==> src/aux_io_pkg.sv <==
// Constants, field positions and reset values of the auxiliary I/O port
//
// Behaviour
// - Eight auxiliary lines in two four-line groups, each with its own buffer.
// - Lines run apart from the main data path, under direct software control.
// - Each group's direction is set apart: all in, all out, or mixed.
// - Direction value 1 makes lines 3..0 outputs; clear leaves them inputs.
// - Direction value 2 makes lines 7..4 outputs.
// - A group contributing value 0 is inputs; direction zero means all inputs.
// - One direction write sets both groups from the OR of their values.
// - With special inputs in use, the upper group stays freely programmable.
// - Input lines 0 and 1 also feed two extra trigger inputs.
// - Input line 2 also serves as the timestamp reference clock.
// - Line 3 has no special use; it is a plain input only.
// - Lower lines not in special use still work as plain inputs.
// - A data read samples every line, special ones too; software masks.
// - Data read returns live pin levels, so outputs read back their pattern.
// - Data write drives only output groups; line n maps to bit n.
// - Data write ignores all bits above the lowest byte.

package aux_io_pkg;

  // Bus geometry
  localparam int ADDR_W = 16;
  localparam int DATA_W = 32;

  // Line geometry
  localparam int LINE_COUNT = 8;
  localparam int GROUP_W = 4;
  localparam int GROUP_COUNT = 2;

  // Register offsets as printed
  localparam logic [15:0] DIR_OFFSET = 16'hB7FC;
  localparam logic [15:0] DATA_OFFSET = 16'hB806;

  // Direction register fields: value 1 lower out, value 2 upper out
  localparam int DIR_LOWER_BIT = 0;
  localparam int DIR_UPPER_BIT = 1;
  localparam int DIR_FIELD_W = 2;
  localparam logic [1:0] DIR_RESET = 2'h0;

  // Data register field: only the lowest byte reaches the lines
  localparam int DATA_FIELD_W = 8;
  localparam logic [3:0] GROUP_DATA_RESET = 4'h0;

  // Answer on an unmapped address or an idle cycle
  localparam logic [31:0] RD_IDLE = 32'h0000_0000;

  // Lower group line positions: three with extra uses, then the plain line
  localparam int LINE_TRIG_A = 0;
  localparam int LINE_TRIG_B = 1;
  localparam int LINE_REF_CLK = 2;
  localparam int LINE_PLAIN = 3;

endpackage

==> src/aux_digital_io_port.sv <==
// Auxiliary digital I/O port: register access, groups and special inputs
//
// The address-and-strobe port is this design's own decision.
`timescale 1ns/100ps

module aux_digital_io_port (
  // Clock and reset
  input wire logic I_CLK_SYS,
  input wire logic I_RST_B,
  // Register port
  input wire logic [15:0] I_ADDR,
  input wire logic [31:0] I_WR_DATA,
  input wire logic I_WR_EN,
  input wire logic I_RD_EN,
  output logic [31:0] O_RD_DATA,
  // Auxiliary lines, split into input, output and enable
  input wire logic [7:0] I_AUX_LINE,
  output logic [7:0] O_AUX_LINE,
  output logic [7:0] O_AUX_LINE_OE,
  // Special input feeds to trigger and timestamp logic
  output logic O_EXTRA_TRIGGER_A,
  output logic O_EXTRA_TRIGGER_B,
  output logic O_TIMESTAMP_REF_CLOCK
);

  localparam int LW = aux_io_pkg::LINE_COUNT;
  localparam int GW = aux_io_pkg::GROUP_W;
  localparam int GN = aux_io_pkg::GROUP_COUNT;
  localparam int DFW = aux_io_pkg::DIR_FIELD_W;
  localparam int BW = aux_io_pkg::DATA_FIELD_W;

  typedef struct packed {
    logic [31:0] rd_data;
    logic trig_a;
    logic trig_b;
    logic ref_clk;
  } port_state_t;

  port_state_t state_reg;
  port_state_t state_next;

  // Address decode
  logic hit_dir;
  logic hit_data;
  logic dir_we;
  logic data_we;

  // Group outputs, each straight from a group flop
  logic [LW-1:0] line_out;
  logic [LW-1:0] line_oe;

  // Current group directions, one enable flop per group stands for it
  logic dir_lower;
  logic dir_upper;

  // Decode of the two mapped offsets
  assign hit_dir = (I_ADDR == aux_io_pkg::DIR_OFFSET);
  assign hit_data = (I_ADDR == aux_io_pkg::DATA_OFFSET);
  assign dir_we = I_WR_EN && hit_dir;
  assign data_we = I_WR_EN && hit_data;

  // Direction bit of each group taken from one enable flop of that group
  assign dir_lower = line_oe[0];
  assign dir_upper = line_oe[GW];

  // Two identical groups; each picks its own direction bit and data nibble.
  // Keeping both groups in one module type means they cannot drift apart.
  for (genvar g = 0; g < GN; g++) begin : g_group
    aux_line_group #(
      .GROUP_W(GW)
    ) u_group (
      .i_clk(I_CLK_SYS),
      .i_rst_b(I_RST_B),
      .i_dir_we(dir_we),
      .i_dir_val(I_WR_DATA[g]),
      .i_data_we(data_we),
      .i_data_val(I_WR_DATA[g*GW +: GW]),
      .o_line(line_out[g*GW +: GW]),
      .o_oe(line_oe[g*GW +: GW])
    );
  end

  // Next state: read answer and the gated special feeds.
  // Line 3 is deliberately not routed anywhere but the read path.
  always_comb begin
    state_next = state_reg;
    // Read data stand for one cycle only, then fall back to idle
    state_next.rd_data = aux_io_pkg::RD_IDLE;
    if (I_RD_EN) begin
      if (hit_dir) begin
        state_next.rd_data[DFW-1:0] = {dir_upper, dir_lower};
      end else if (hit_data) begin
        // Pins read live whatever their direction; no masking here
        state_next.rd_data[BW-1:0] = I_AUX_LINE;
      end
    end
    // Special feeds only while the lower group is receiving; an output
    // group would otherwise loop its own pattern into the trigger logic
    state_next.trig_a = !dir_lower &&
                        I_AUX_LINE[aux_io_pkg::LINE_TRIG_A];
    state_next.trig_b = !dir_lower &&
                        I_AUX_LINE[aux_io_pkg::LINE_TRIG_B];
    state_next.ref_clk = !dir_lower &&
                         I_AUX_LINE[aux_io_pkg::LINE_REF_CLK];
  end

  // State register with synchronous reset
  always_ff @(posedge I_CLK_SYS) begin
    if (!I_RST_B) begin
      state_reg.rd_data <= aux_io_pkg::RD_IDLE;
      state_reg.trig_a <= 1'h0;
      state_reg.trig_b <= 1'h0;
      state_reg.ref_clk <= 1'h0;
    end else begin
      state_reg <= state_next;
    end
  end

  // Outputs, all from flops here or inside the groups
  assign O_RD_DATA = state_reg.rd_data;
  assign O_AUX_LINE = line_out;
  assign O_AUX_LINE_OE = line_oe;
  assign O_EXTRA_TRIGGER_A = state_reg.trig_a;
  assign O_EXTRA_TRIGGER_B = state_reg.trig_b;
  assign O_TIMESTAMP_REF_CLOCK = state_reg.ref_clk;
endmodule

==> src/aux_line_group.sv <==
// One four-line buffer group: direction bit and held output pattern
`timescale 1ns/100ps

module aux_line_group #(
  parameter int GROUP_W = 4
) (
  // Clock and reset
  input wire logic i_clk,
  input wire logic i_rst_b,
  // Direction write
  input wire logic i_dir_we,
  input wire logic i_dir_val,
  // Data write
  input wire logic i_data_we,
  input wire logic [GROUP_W-1:0] i_data_val,
  // Pin drive
  output logic [GROUP_W-1:0] o_line,
  output logic [GROUP_W-1:0] o_oe
);

  typedef struct packed {
    logic [GROUP_W-1:0] oe;
    logic [GROUP_W-1:0] data;
  } group_state_t;

  group_state_t state_reg;
  group_state_t state_next;

  // Next state; the enable is one flop per line so every pin sees a flop
  always_comb begin
    state_next = state_reg;
    if (i_dir_we) begin
      state_next.oe = {GROUP_W{i_dir_val}};
    end
    // Writes to an input group are dropped, not held for later
    if (i_data_we && state_reg.oe[0]) begin
      state_next.data = i_data_val;
    end
  end

  // Synchronous reset leaves the group receiving
  always_ff @(posedge i_clk) begin
    if (!i_rst_b) begin
      state_reg.oe <= '0;
      state_reg.data <= aux_io_pkg::GROUP_DATA_RESET[GROUP_W-1:0];
    end else begin
      state_reg <= state_next;
    end
  end

  assign o_line = state_reg.data;
  assign o_oe = state_reg.oe;

endmodule
==> config.mk <==
export PLATFORM = sky130hd
export DESIGN_NAME = aux_digital_io_port
export DESIGN_NICKNAME = d
export VERILOG_FILES = /design/src/aux_io_pkg.sv /design/src/aux_digital_io_port.sv /design/src/aux_line_group.sv
export SDC_FILE = /design/constraint.sdc
export NUM_CORES = 1
export LEC_CHECK = 0
export BUFFER_PORTS_ARGS = -buffer_cell sky130_fd_sc_hd__buf_2
export CORE_UTILIZATION = 31
export CTS_CLUSTER_SIZE = 28
export DETAILED_ROUTE_END_ITERATION = 12
export PLACE_DENSITY = 0.85
export SKIP_LAST_GASP = 1
export SLEW_MARGIN = 5
export SYNTH_ARGS = -nofsm -noshare
export SYNTH_HDL_FRONTEND = slang
export SYNTH_SLANG_ARGS = --single-unit
==> constraint.sdc <==
create_clock -name I_CLK_SYS -period 1.7 [get_ports I_CLK_SYS]
set_clock_uncertainty 0.05 [all_clocks]
set_input_delay 0.17 -clock I_CLK_SYS [delete_from_list [all_inputs] [get_ports I_CLK_SYS]]
set_output_delay 0.17 -clock I_CLK_SYS [all_outputs]
set_load 0.05 [all_outputs]
After elaboration in Yosys (flattened, before gate mapping)
Index checks and enable logic that the tools add are counted.
{"block": "totals", "ff_bits": 45, "latch_bits": 0, "mem_bits_rw": 0, "mem_bits_ro": 0, "elab_cells": 27, "n_memories": 0}
{"block": "op_classes", "n_addsub": 0, "n_mul": 0, "n_div": 0, "order_cmp": 0, "n_eq_ne": 2, "n_shift": 0, "muxes": 2, "n_bitwise": 3, "n_reduce_logical": 10}
{"cell": "== test 16 bit, second input constant", "n": 2}
{"cell": "two-way mux 8 bit", "n": 1}
{"cell": "logical AND 1 bit", "n": 7}
{"cell": "OR reduction 4 bit", "n": 1}
{"cell": "inverter 1 bit", "n": 3}
{"cell": "two-way mux 2 bit", "n": 1}
{"cell": "AND reduction 2 bit", "n": 1}
{"cell": "logical NOT 1 bit", "n": 1}

Depth between registers and ports, before layout
Gate-level depths: netlist of the first run.
{"block": "logic_depth", "ltp_word": 3, "depth_mapped": 5, "mapped_depth_nobuf": 4}

By module
A second synthesis of the first run with hierarchy kept.
{"block": "unflattened", "hier_cells": 119, "area_unflattened_um2": 1079.8}
{"mod": "aux_digital_io_port", "n_inst": 1, "cells_each": 71, "area_per_inst_um2": 624.3, "seq_area_each_um2": 220.2}
{"mod": "aux_line_group", "n_inst": 2, "cells_each": 24, "area_per_inst_um2": 227.7, "seq_area_each_um2": 100.1}

Worst setup path before layout of the first run
OpenSTA, ideal clock, no wires.
{"block": "synth_timing", "path_type": "input to register", "startpoint": "input port I_ADDR[4]", "endpoint": "register g_group[0].u_group.state_reg (netlist bit g_group[0].u_group.o_line[0])", "arrival_ns": 1.479, "required_time_ns": 1.578, "path_slack_ns": 0.100, "stages": 5, "cell_sequence": "or4_4 -> nor4_4 -> and3_1 -> buf_6 -> mux2i_1"}
{"block": "synth_via", "elab_chain_cells": 3}
{"element": "start, declared", "line_no": "aux_digital_io_port.sv:11", "source": "input wire logic [15:0] I_ADDR,"}
{"element": "== test 16 bit", "line_no": "aux_digital_io_port.sv:58", "source": "assign hit_data = (I_ADDR == aux_io_pkg::DATA_OFFSET);"}
{"element": "logical AND 1 bit", "line_no": "aux_digital_io_port.sv:60", "source": "assign data_we = I_WR_EN && hit_data;"}
{"element": "logical AND 1 bit", "line_no": "aux_line_group.sv:36", "source": "if (i_data_we && state_reg.oe[0]) begin"}
{"element": "end signal, assigned", "line_no": "aux_line_group.sv:47", "source": "state_reg <= state_next;"}
{"element": "end, declared", "line_no": "aux_line_group.sv:26", "source": "group_state_t state_reg;"}
Every way passes these cells.
A chain may end at the register's enable or synchronous reset.

Worst setup path in the final report of the first run
{"block": "layout_timing", "startpoint": "input port I_ADDR[4]", "endpoint": "register g_group[0].u_group.state_reg (netlist bit g_group[0].u_group.o_line[3])"}
Same word-level chain as after synthesis.

==> results.json, run 1 <==
{
  "fillCellCount": 316,
  "wl_per_cell_um": 8.973,
  "yosysUniqueCellTypes": 21,
  "min_period_ns": 1.493,
  "hold_violations": 0,
  "syn_area_um2": 1056,
  "r2r_end": "g_group[0].u_group.o_line[3]$_SDFFE_PN0P_",
  "path_clk_slew_ns": 0.12,
  "rows": 20,
  "synth_seq_area_share_pct": 39.81,
  "hold_slack_ns": 0.02957,
  "synth_seq_cells": 21,
  "setup-violations-final": 0,
  "drive_above_1_share_pct": 41.48,
  "yosysWarningCount": 0,
  "min_to": "O_RD_DATA[7]$_SDFF_PP0_",
  "postSynthAreaPerCell_um2": 9.429,
  "hold_depth": 2,
  "cts_buffers": 3,
  "dieHeight_um": 60.37,
  "cp-start-kind": "primary input",
  "grtUsageTotal_pct": 10.64,
  "port_buffers": 62,
  "end_kind": "flop",
  "wirelength_mm": 1.974,
  "hp-start": "I_AUX_LINE[7]",
  "die_area_um2": 3644,
  "cts_setup_buffers": 0,
  "drv_cap": 0,
  "cellLeakagePower_uw": 0.0007314,
  "area_growth_pct": 28.79,
  "path_cells": "buf_2 > or4_4 > nor4_4 > and3_1 > mux2i_1",
  "num_vias": 832,
  "yosys.area.top_type_share_pct": 39.81,
  "reg2reg_slack_ns": 0.56,
  "worstSetupPathType": "primary input to flop",
  "num_antenna_cells": 0,
  "clk_latency_ns": 0.30,
  "slowest_delay_ns": 0.53,
  "cp_slowest_cell": "or4_4",
  "rsz0062_at_grt": "false",
  "fmax_mhz": 669.7,
  "final_nets": 237,
  "arrival_ns": 1.68,
  "path_max_fanout": 4,
  "cts_sinks": 21,
  "ys_top_cells_by_area": "dfxtp_1 40%, buf_4 21%, mux2i_1 9.5%",
  "syn_inst": 112,
  "required_ns": 1.89,
  "min_path_type": "primary input to flop",
  "final_max_slew_viol_count": 0,
  "pwr_density_cell_nw_per_um2": 691.4,
  "detail-route-antenna-nets": 0,
  "pin_count": 111,
  "tns_ns": 0,
  "htreeDepth": 1,
  "antenna_found_initial": 0,
  "grt_max_degree": 13,
  "cts-root-buf": "clkbuf_4",
  "grt_pass1_vias": 674,
  "fin_crit_sh_pct": 87.84,
  "ctsResizeCount": 0,
  "cts_tree": "built",
  "rr_worst_depth": 2,
  "start_util_pct": 33.49,
  "irDropWorstVdd_v": 0.0003356,
  "status": "finished clean",
  "drc": 0,
  "overflow": 0,
  "yosys.area.top_type": "dfxtp_1",
  "vias_per_cell": 3.782,
  "grt_pass1_wl_mm": 2.842,
  "first_pass_iters": 3,
  "hpwl_mm": 1.545,
  "die-width_um": 60.37,
  "cts_buffer_depth": 2,
  "final_core_util_pct": 43.13,
  "drtIter0Drc": 23,
  "r2r-start": "g_group[0].u_group.o_oe[0]$_SDFFE_PN0P_",
  "gp_congestion": 0.6660,
  "coreArea_um2": 3153
}
==> kinds of logic (layout without fill, tap and decap cells) <==
family | count (synthesis) | in the layout | share of synthesized area (%)
compound gates | 2 | 2 | 1.421
flops | 21 | 21 | 39.81
mux | 10 | 10 | 9.479
other cells | 1 | 24 | 0.3551
buf+inv | 34 | 75 | 24.17
simple gates | 44 | 44 | 24.76
==> worst max path at each step <==
stage                         start                                         to
final                     I_ADDR[4]  g_group[0].u_group.o_line[3]$_SDFFE_PN0P_
after global routing      I_ADDR[4]  g_group[0].u_group.o_line[3]$_SDFFE_PN0P_
after CTS                 I_ADDR[4]  g_group[0].u_group.o_line[3]$_SDFFE_PN0P_
after detailed placement  I_ADDR[4]  g_group[0].u_group.o_line[0]$_SDFFE_PN0P_
after global placement    I_ADDR[4]  g_group[0].u_group.o_line[2]$_SDFFE_PN0P_
after floorplan           I_ADDR[4]  g_group[0].u_group.o_line[0]$_SDFFE_PN0P_
==> report_power, final <==
group	leakage, µW	switching (µW)	internal (µW)	total (µW)
registers	0.000170	0.751	496	496
logic	0.000544	160	49.6	209
clock network	0.0000177	147	87.6	235
==> placed cells by master, fill, tap and decap left out <==
master          n
or4b_1          1
nor4_1          1
nand4bb_1       1
nand4b_1        2
dfxtp_1        21
and2b_2         1
dlygate4sd3_1   5
clkbuf_4        3
buf_4           4
nand2_1        20
nor2b_1         1
and2_1          9
or4bb_1         1
conb_1         24
a22oi_1         2
nor2_1          2
nand4_1         1
or4_4           1
and3_1          2
clkinv_2        1
buf_2          62
nor4_4          1
mux2i_1        10
==> flip-flops by register name, indices dropped and copies added, names as in the netlist <==
signal and count:
O_EXTRA_TRIGGER_B 1, g_group.u_group.o_oe 2, O_RD_DATA 8, g_group.u_group.o_line 8, O_TIMESTAMP_REF_CLOCK 1, O_EXTRA_TRIGGER_A 1
==> synthesized netlist by cell type <==
| master | number |
|---|---|
| a22oi_1 | 2 |
| and2_1 | 9 |
| and2b_2 | 1 |
| and3_1 | 2 |
| buf_4 | 30 |
| buf_6 | 2 |
| clkbuf_1 | 2 |
| conb_1 | 1 |
| dfxtp_1 | 21 |
| mux2i_1 | 10 |
| nand2_1 | 20 |
| nand4_1 | 1 |
| nand4b_1 | 2 |
| nand4bb_1 | 1 |
| nor2_1 | 2 |
| nor2b_1 | 1 |
| nor4_1 | 1 |
| nor4_4 | 1 |
| or4_4 | 1 |
| or4b_1 | 1 |
| or4bb_1 | 1 |
==> through the flow <==
stage                     cell area (µm²)  instances  setup slack, ns  total power [µW]
final                                1360        220           0.2068             940.4
after global routing                 1360        220           0.1641              1004
after CTS                            1310        215           0.2100             953.6
after detailed placement             1282        211          -0.1120             707.3
after global placement               1282        211         -0.09306             706.5
after floorplan                      1142        135          0.09958             701.1
==> critical path, delay by kind of cell <==
| family | cells | cell delay (ns) |
|---|---|---|
| buffers and inverters | 1 | 0.10 |
| and+or+nand+nor | 3 | 1.18 |
| muxes | 1 | 0.22 |
==> repair_timing <==
action                     in CTS  in global routing
hold endpoints to repair        0                  5
setup endpoints to repair       0                  0
hold buffers                    0                  5
==> final cells by class <==
cell class | instances | area (µm²) | share of cell area [%]
Tap cell | 44 | 55.05 | 4.048
Multi-Input combinational cell | 80 | 466.7 | 34.31
Clock inverter | 1 | 5.005 | 0.3680
Timing Repair Buffer | 71 | 390.4 | 28.70
Sequential cell | 21 | 420.4 | 30.91
Clock buffer | 3 | 22.52 | 1.656
==> metal layers <==
| layer | global-route usage, % | wire [µm] | vias to the layer above |
|---|---|---|---|
| li1 | - | - | 439 |
| met1 | 10.79 | 872 | 345 |
| met2 | 19.78 | 936 | 46 |
| met3 | 5.117 | 158 | 2 |
| met4 | 1.993 | 6 | 0 |
| met5 | 0 | 0 | - |
Note: power is estimated with default switching activity, not from simulation.
==> run 2: changes to the inputs <==
ABC_AREA = 1   (was default)
CORE_UTILIZATION = 33   (was 31)
CTS_CLUSTER_DIAMETER = 50   (was default)
CTS_CLUSTER_SIZE = default   (was 28)
PLACE_DENSITY = 0.86   (was 0.85)
==> run 2 against run 1 <==
  * Critical path depth fell by 4
  * Die area grew 7.7%
  * Via count grew 28%
  * Wire length up 16%
  * Flip-flop and latch count unchanged
  * Combinational power up 5%
  * Maximum frequency grew 8.8%
  * Critical path type is now flop to output port
  * Critical endpoint is now O_AUX_LINE_OE[1]
  * Highest routed layer is now met3
==> results.json, run 2 <==
{
  "start_util_pct": 35.26,
  "vias_per_cell": 3.981,
  "setup-violations-final": 0,
  "syn_inst": 164,
  "status": "finished clean",
  "synth_seq_cells": 21,
  "num_vias": 1067,
  "grt_pass1_vias": 997,
  "synth_ff_type": "dfxtp_1",
  "syn_area_um2": 1214,
  "postSynthAreaPerCell_um2": 7.400,
  "cp-start-kind": "flop",
  "first_pass_iters": 4,
  "dp.cells": 264,
  "layout_commonest_cell": "buf_2",
  "netlist_top_cells_count": "31 x nand2_1, 30 x buf_4, 24 x nor2_1",
  "path_buf_inv": 1,
  "cts_setup_buffers": 0,
  "min_path_type": "primary input to flop",
  "path_clk_slew_ns": 0.08,
  "die_area_um2": 3924,
  "layout.cells.non_filler": 268,
  "dieHeight_um": 62.65,
  "worstSetupPathType": "flop to output port",
  "drive_above_1_share_pct": 41.44,
  "cp_num_cells": 1,
  "p_comb_share_pct": 21.2,
  "rows": 21,
  "hold_violations": 0,
  "cts-root-buf": "clkbuf_8",
  "power.share.clock_pct": 30.8,
  "arrival_ns": 1.15,
  "yosysUniqueCellTypes": 18,
  "yosys.area.top_type": "dfxtp_1",
  "grt_pass1_wl_mm": 4.036,
  "wirelength_mm": 2.296,
  "fin_crit_sh_pct": 80.76,
  "coreArea_um2": 3442,
  "htreeDepth": 1,
  "antenna_found_initial": 0,
  "grt_max_degree": 16,
  "yosysMostFrequentCell": "nand2_1",
  "required_ns": 1.48,
  "drv_cap": 0,
  "final_nets": 283,
  "fmax_mhz": 728.4,
  "cts_tree": "built",
  "synth_edf_count": 0,
  "pin_count": 111,
  "cp_top_family": "flip-flops",
  "ys_top_cells_by_area": "dfxtp_1 35%, buf_4 19%, nand2_1 9.6%",
  "p_switching_uw": 332.3,
  "yosysWarningCount": 0,
  "yosys.area.top_type_share_pct": 34.64,
  "swShare_pct": 32.19,
  "rr_worst_depth": 3,
  "seqCellArea_um2": 420.4,
  "hold_depth": 3,
  "drtIter0Drc": 26,
  "share_seq_of_total_power_pct": 48.1,
  "wl_per_cell_um": 8.567,
  "cts_sinks": 21,
  "clk_latency_ns": 0.25,
  "end_kind": "output port",
  "place_area_um2": 1438,
  "cts_buffers": 3,
  "irDropWorstVdd_v": 0.0005678,
  "design_area_um2": 1484,
  "overflow": 0,
  "num_antenna_cells": 0,
  "hold_slack_ns": 0.08032,
  "port_buffers": 62,
  "cp_slowest_cell": "dfxtp_1",
  "hold_buffers": 0,
  "gp_congestion": 0.7566,
  "cellLeakagePower_uw": 0.0008538,
  "cts_buffer_depth": 2,
  "hpwl_mm": 1.927,
  "die-width_um": 62.65,
  "async_flop_share_pct": 0,
  "final_cell_mix": "62 x buf_2, 31 x nand2_1, 24 x nor2_1, 24 x conb_1, 21 x dfxtp_1",
  "synth_seq_area_share_pct": 34.64,
  "p_int_uw": 699.9,
  "slowest_delay_ns": 0.56,
  "multi_input_area_um2": 570.5,
  "detail-route-antenna-nets": 0,
  "tns_ns": 0,
  "final_max_slew_viol_count": 0,
  "pwr_density_cell_nw_per_um2": 695.6,
  "grtUsageTotal_pct": 12.67,
  "path_cells": "buf_2",
  "path_max_fanout": 11,
  "drc": 0,
  "area_growth_pct": 22.27,
  "min_period_ns": 1.373,
  "ctsResizeCount": 0,
  "fillCellCount": 365,
  "rsz0062_at_grt": "false"
}
==> run 2: layout make-up <==
class	count	area share, %
Sequential cell	21	28.33
Timing Repair Buffer	62	20.91
Inverter	21	5.312
Multi-Input combinational cell	114	38.45
Clock buffer	3	2.782
Tap cell	46	3.879
Clock inverter	1	0.3373
==> run 2: layer usage <==
metal	part of all wire, %	vias to the layer above	GRT usage [%]
met5	0	-	0
met4	0	0	0
met3	7.9	0	4.015
met2	53	51	25.95
met1	39	463	12.93
li1	-	553	-
==> run 2: through the flow <==
stage	utilization (%)	total power (µW)	setup WS (ns)
CTS	43.11	1050	0.3063
global placement	41.77	724.2	0.4689
global route	43.11	1086	0.2474
detailed placement	41.77	726.5	0.4541
finish	43.11	1032	0.3271
floorplan	-	711.5	0.3441
==> run 2: logic make-up (layout without fill, tap and decap cells) <==
logic type             Yosys count  count (layout)  share of synthesized area, %
buffers and inverters           52              87                         25.46
and+or+nand+nor                 88              88                         38.76
AOI/OAI and AO/OA                2               2                        0.8248
DFF                             21              21                         34.64
other                            1              24                        0.3090
==> run 2: power by group through the flow <==
stage	combinational [µW]	clock (µW)	sequential, µW
after CTS	219	334	496
after floorplan	190	0	522
after global routing	233	357	497
after detailed placement	219	0	508
after global placement	217	0	508
final	219	318	496
==> run 2: path summary, 6_finish.rpt <==
| check | from | slack, ns | end |
|---|---|---|---|
| worst min register to register | g_group[1].u_group.o_line[3]$_SDFFE_PN0P_ | 0.46 | g_group[1].u_group.o_line[3]$_SDFFE_PN0P_ |
| worst max-delay path | g_group[0].u_group.o_oe[0]$_SDFFE_PN0P_ | 0.33 | O_AUX_LINE_OE[1] |
| worst max register to register | g_group[0].u_group.o_oe[0]$_SDFFE_PN0P_ | 0.52 | g_group[0].u_group.o_line[2]$_SDFFE_PN0P_ |
| worst min-delay path | I_AUX_LINE[7] | 0.08 | O_RD_DATA[7]$_SDFF_PP0_ |
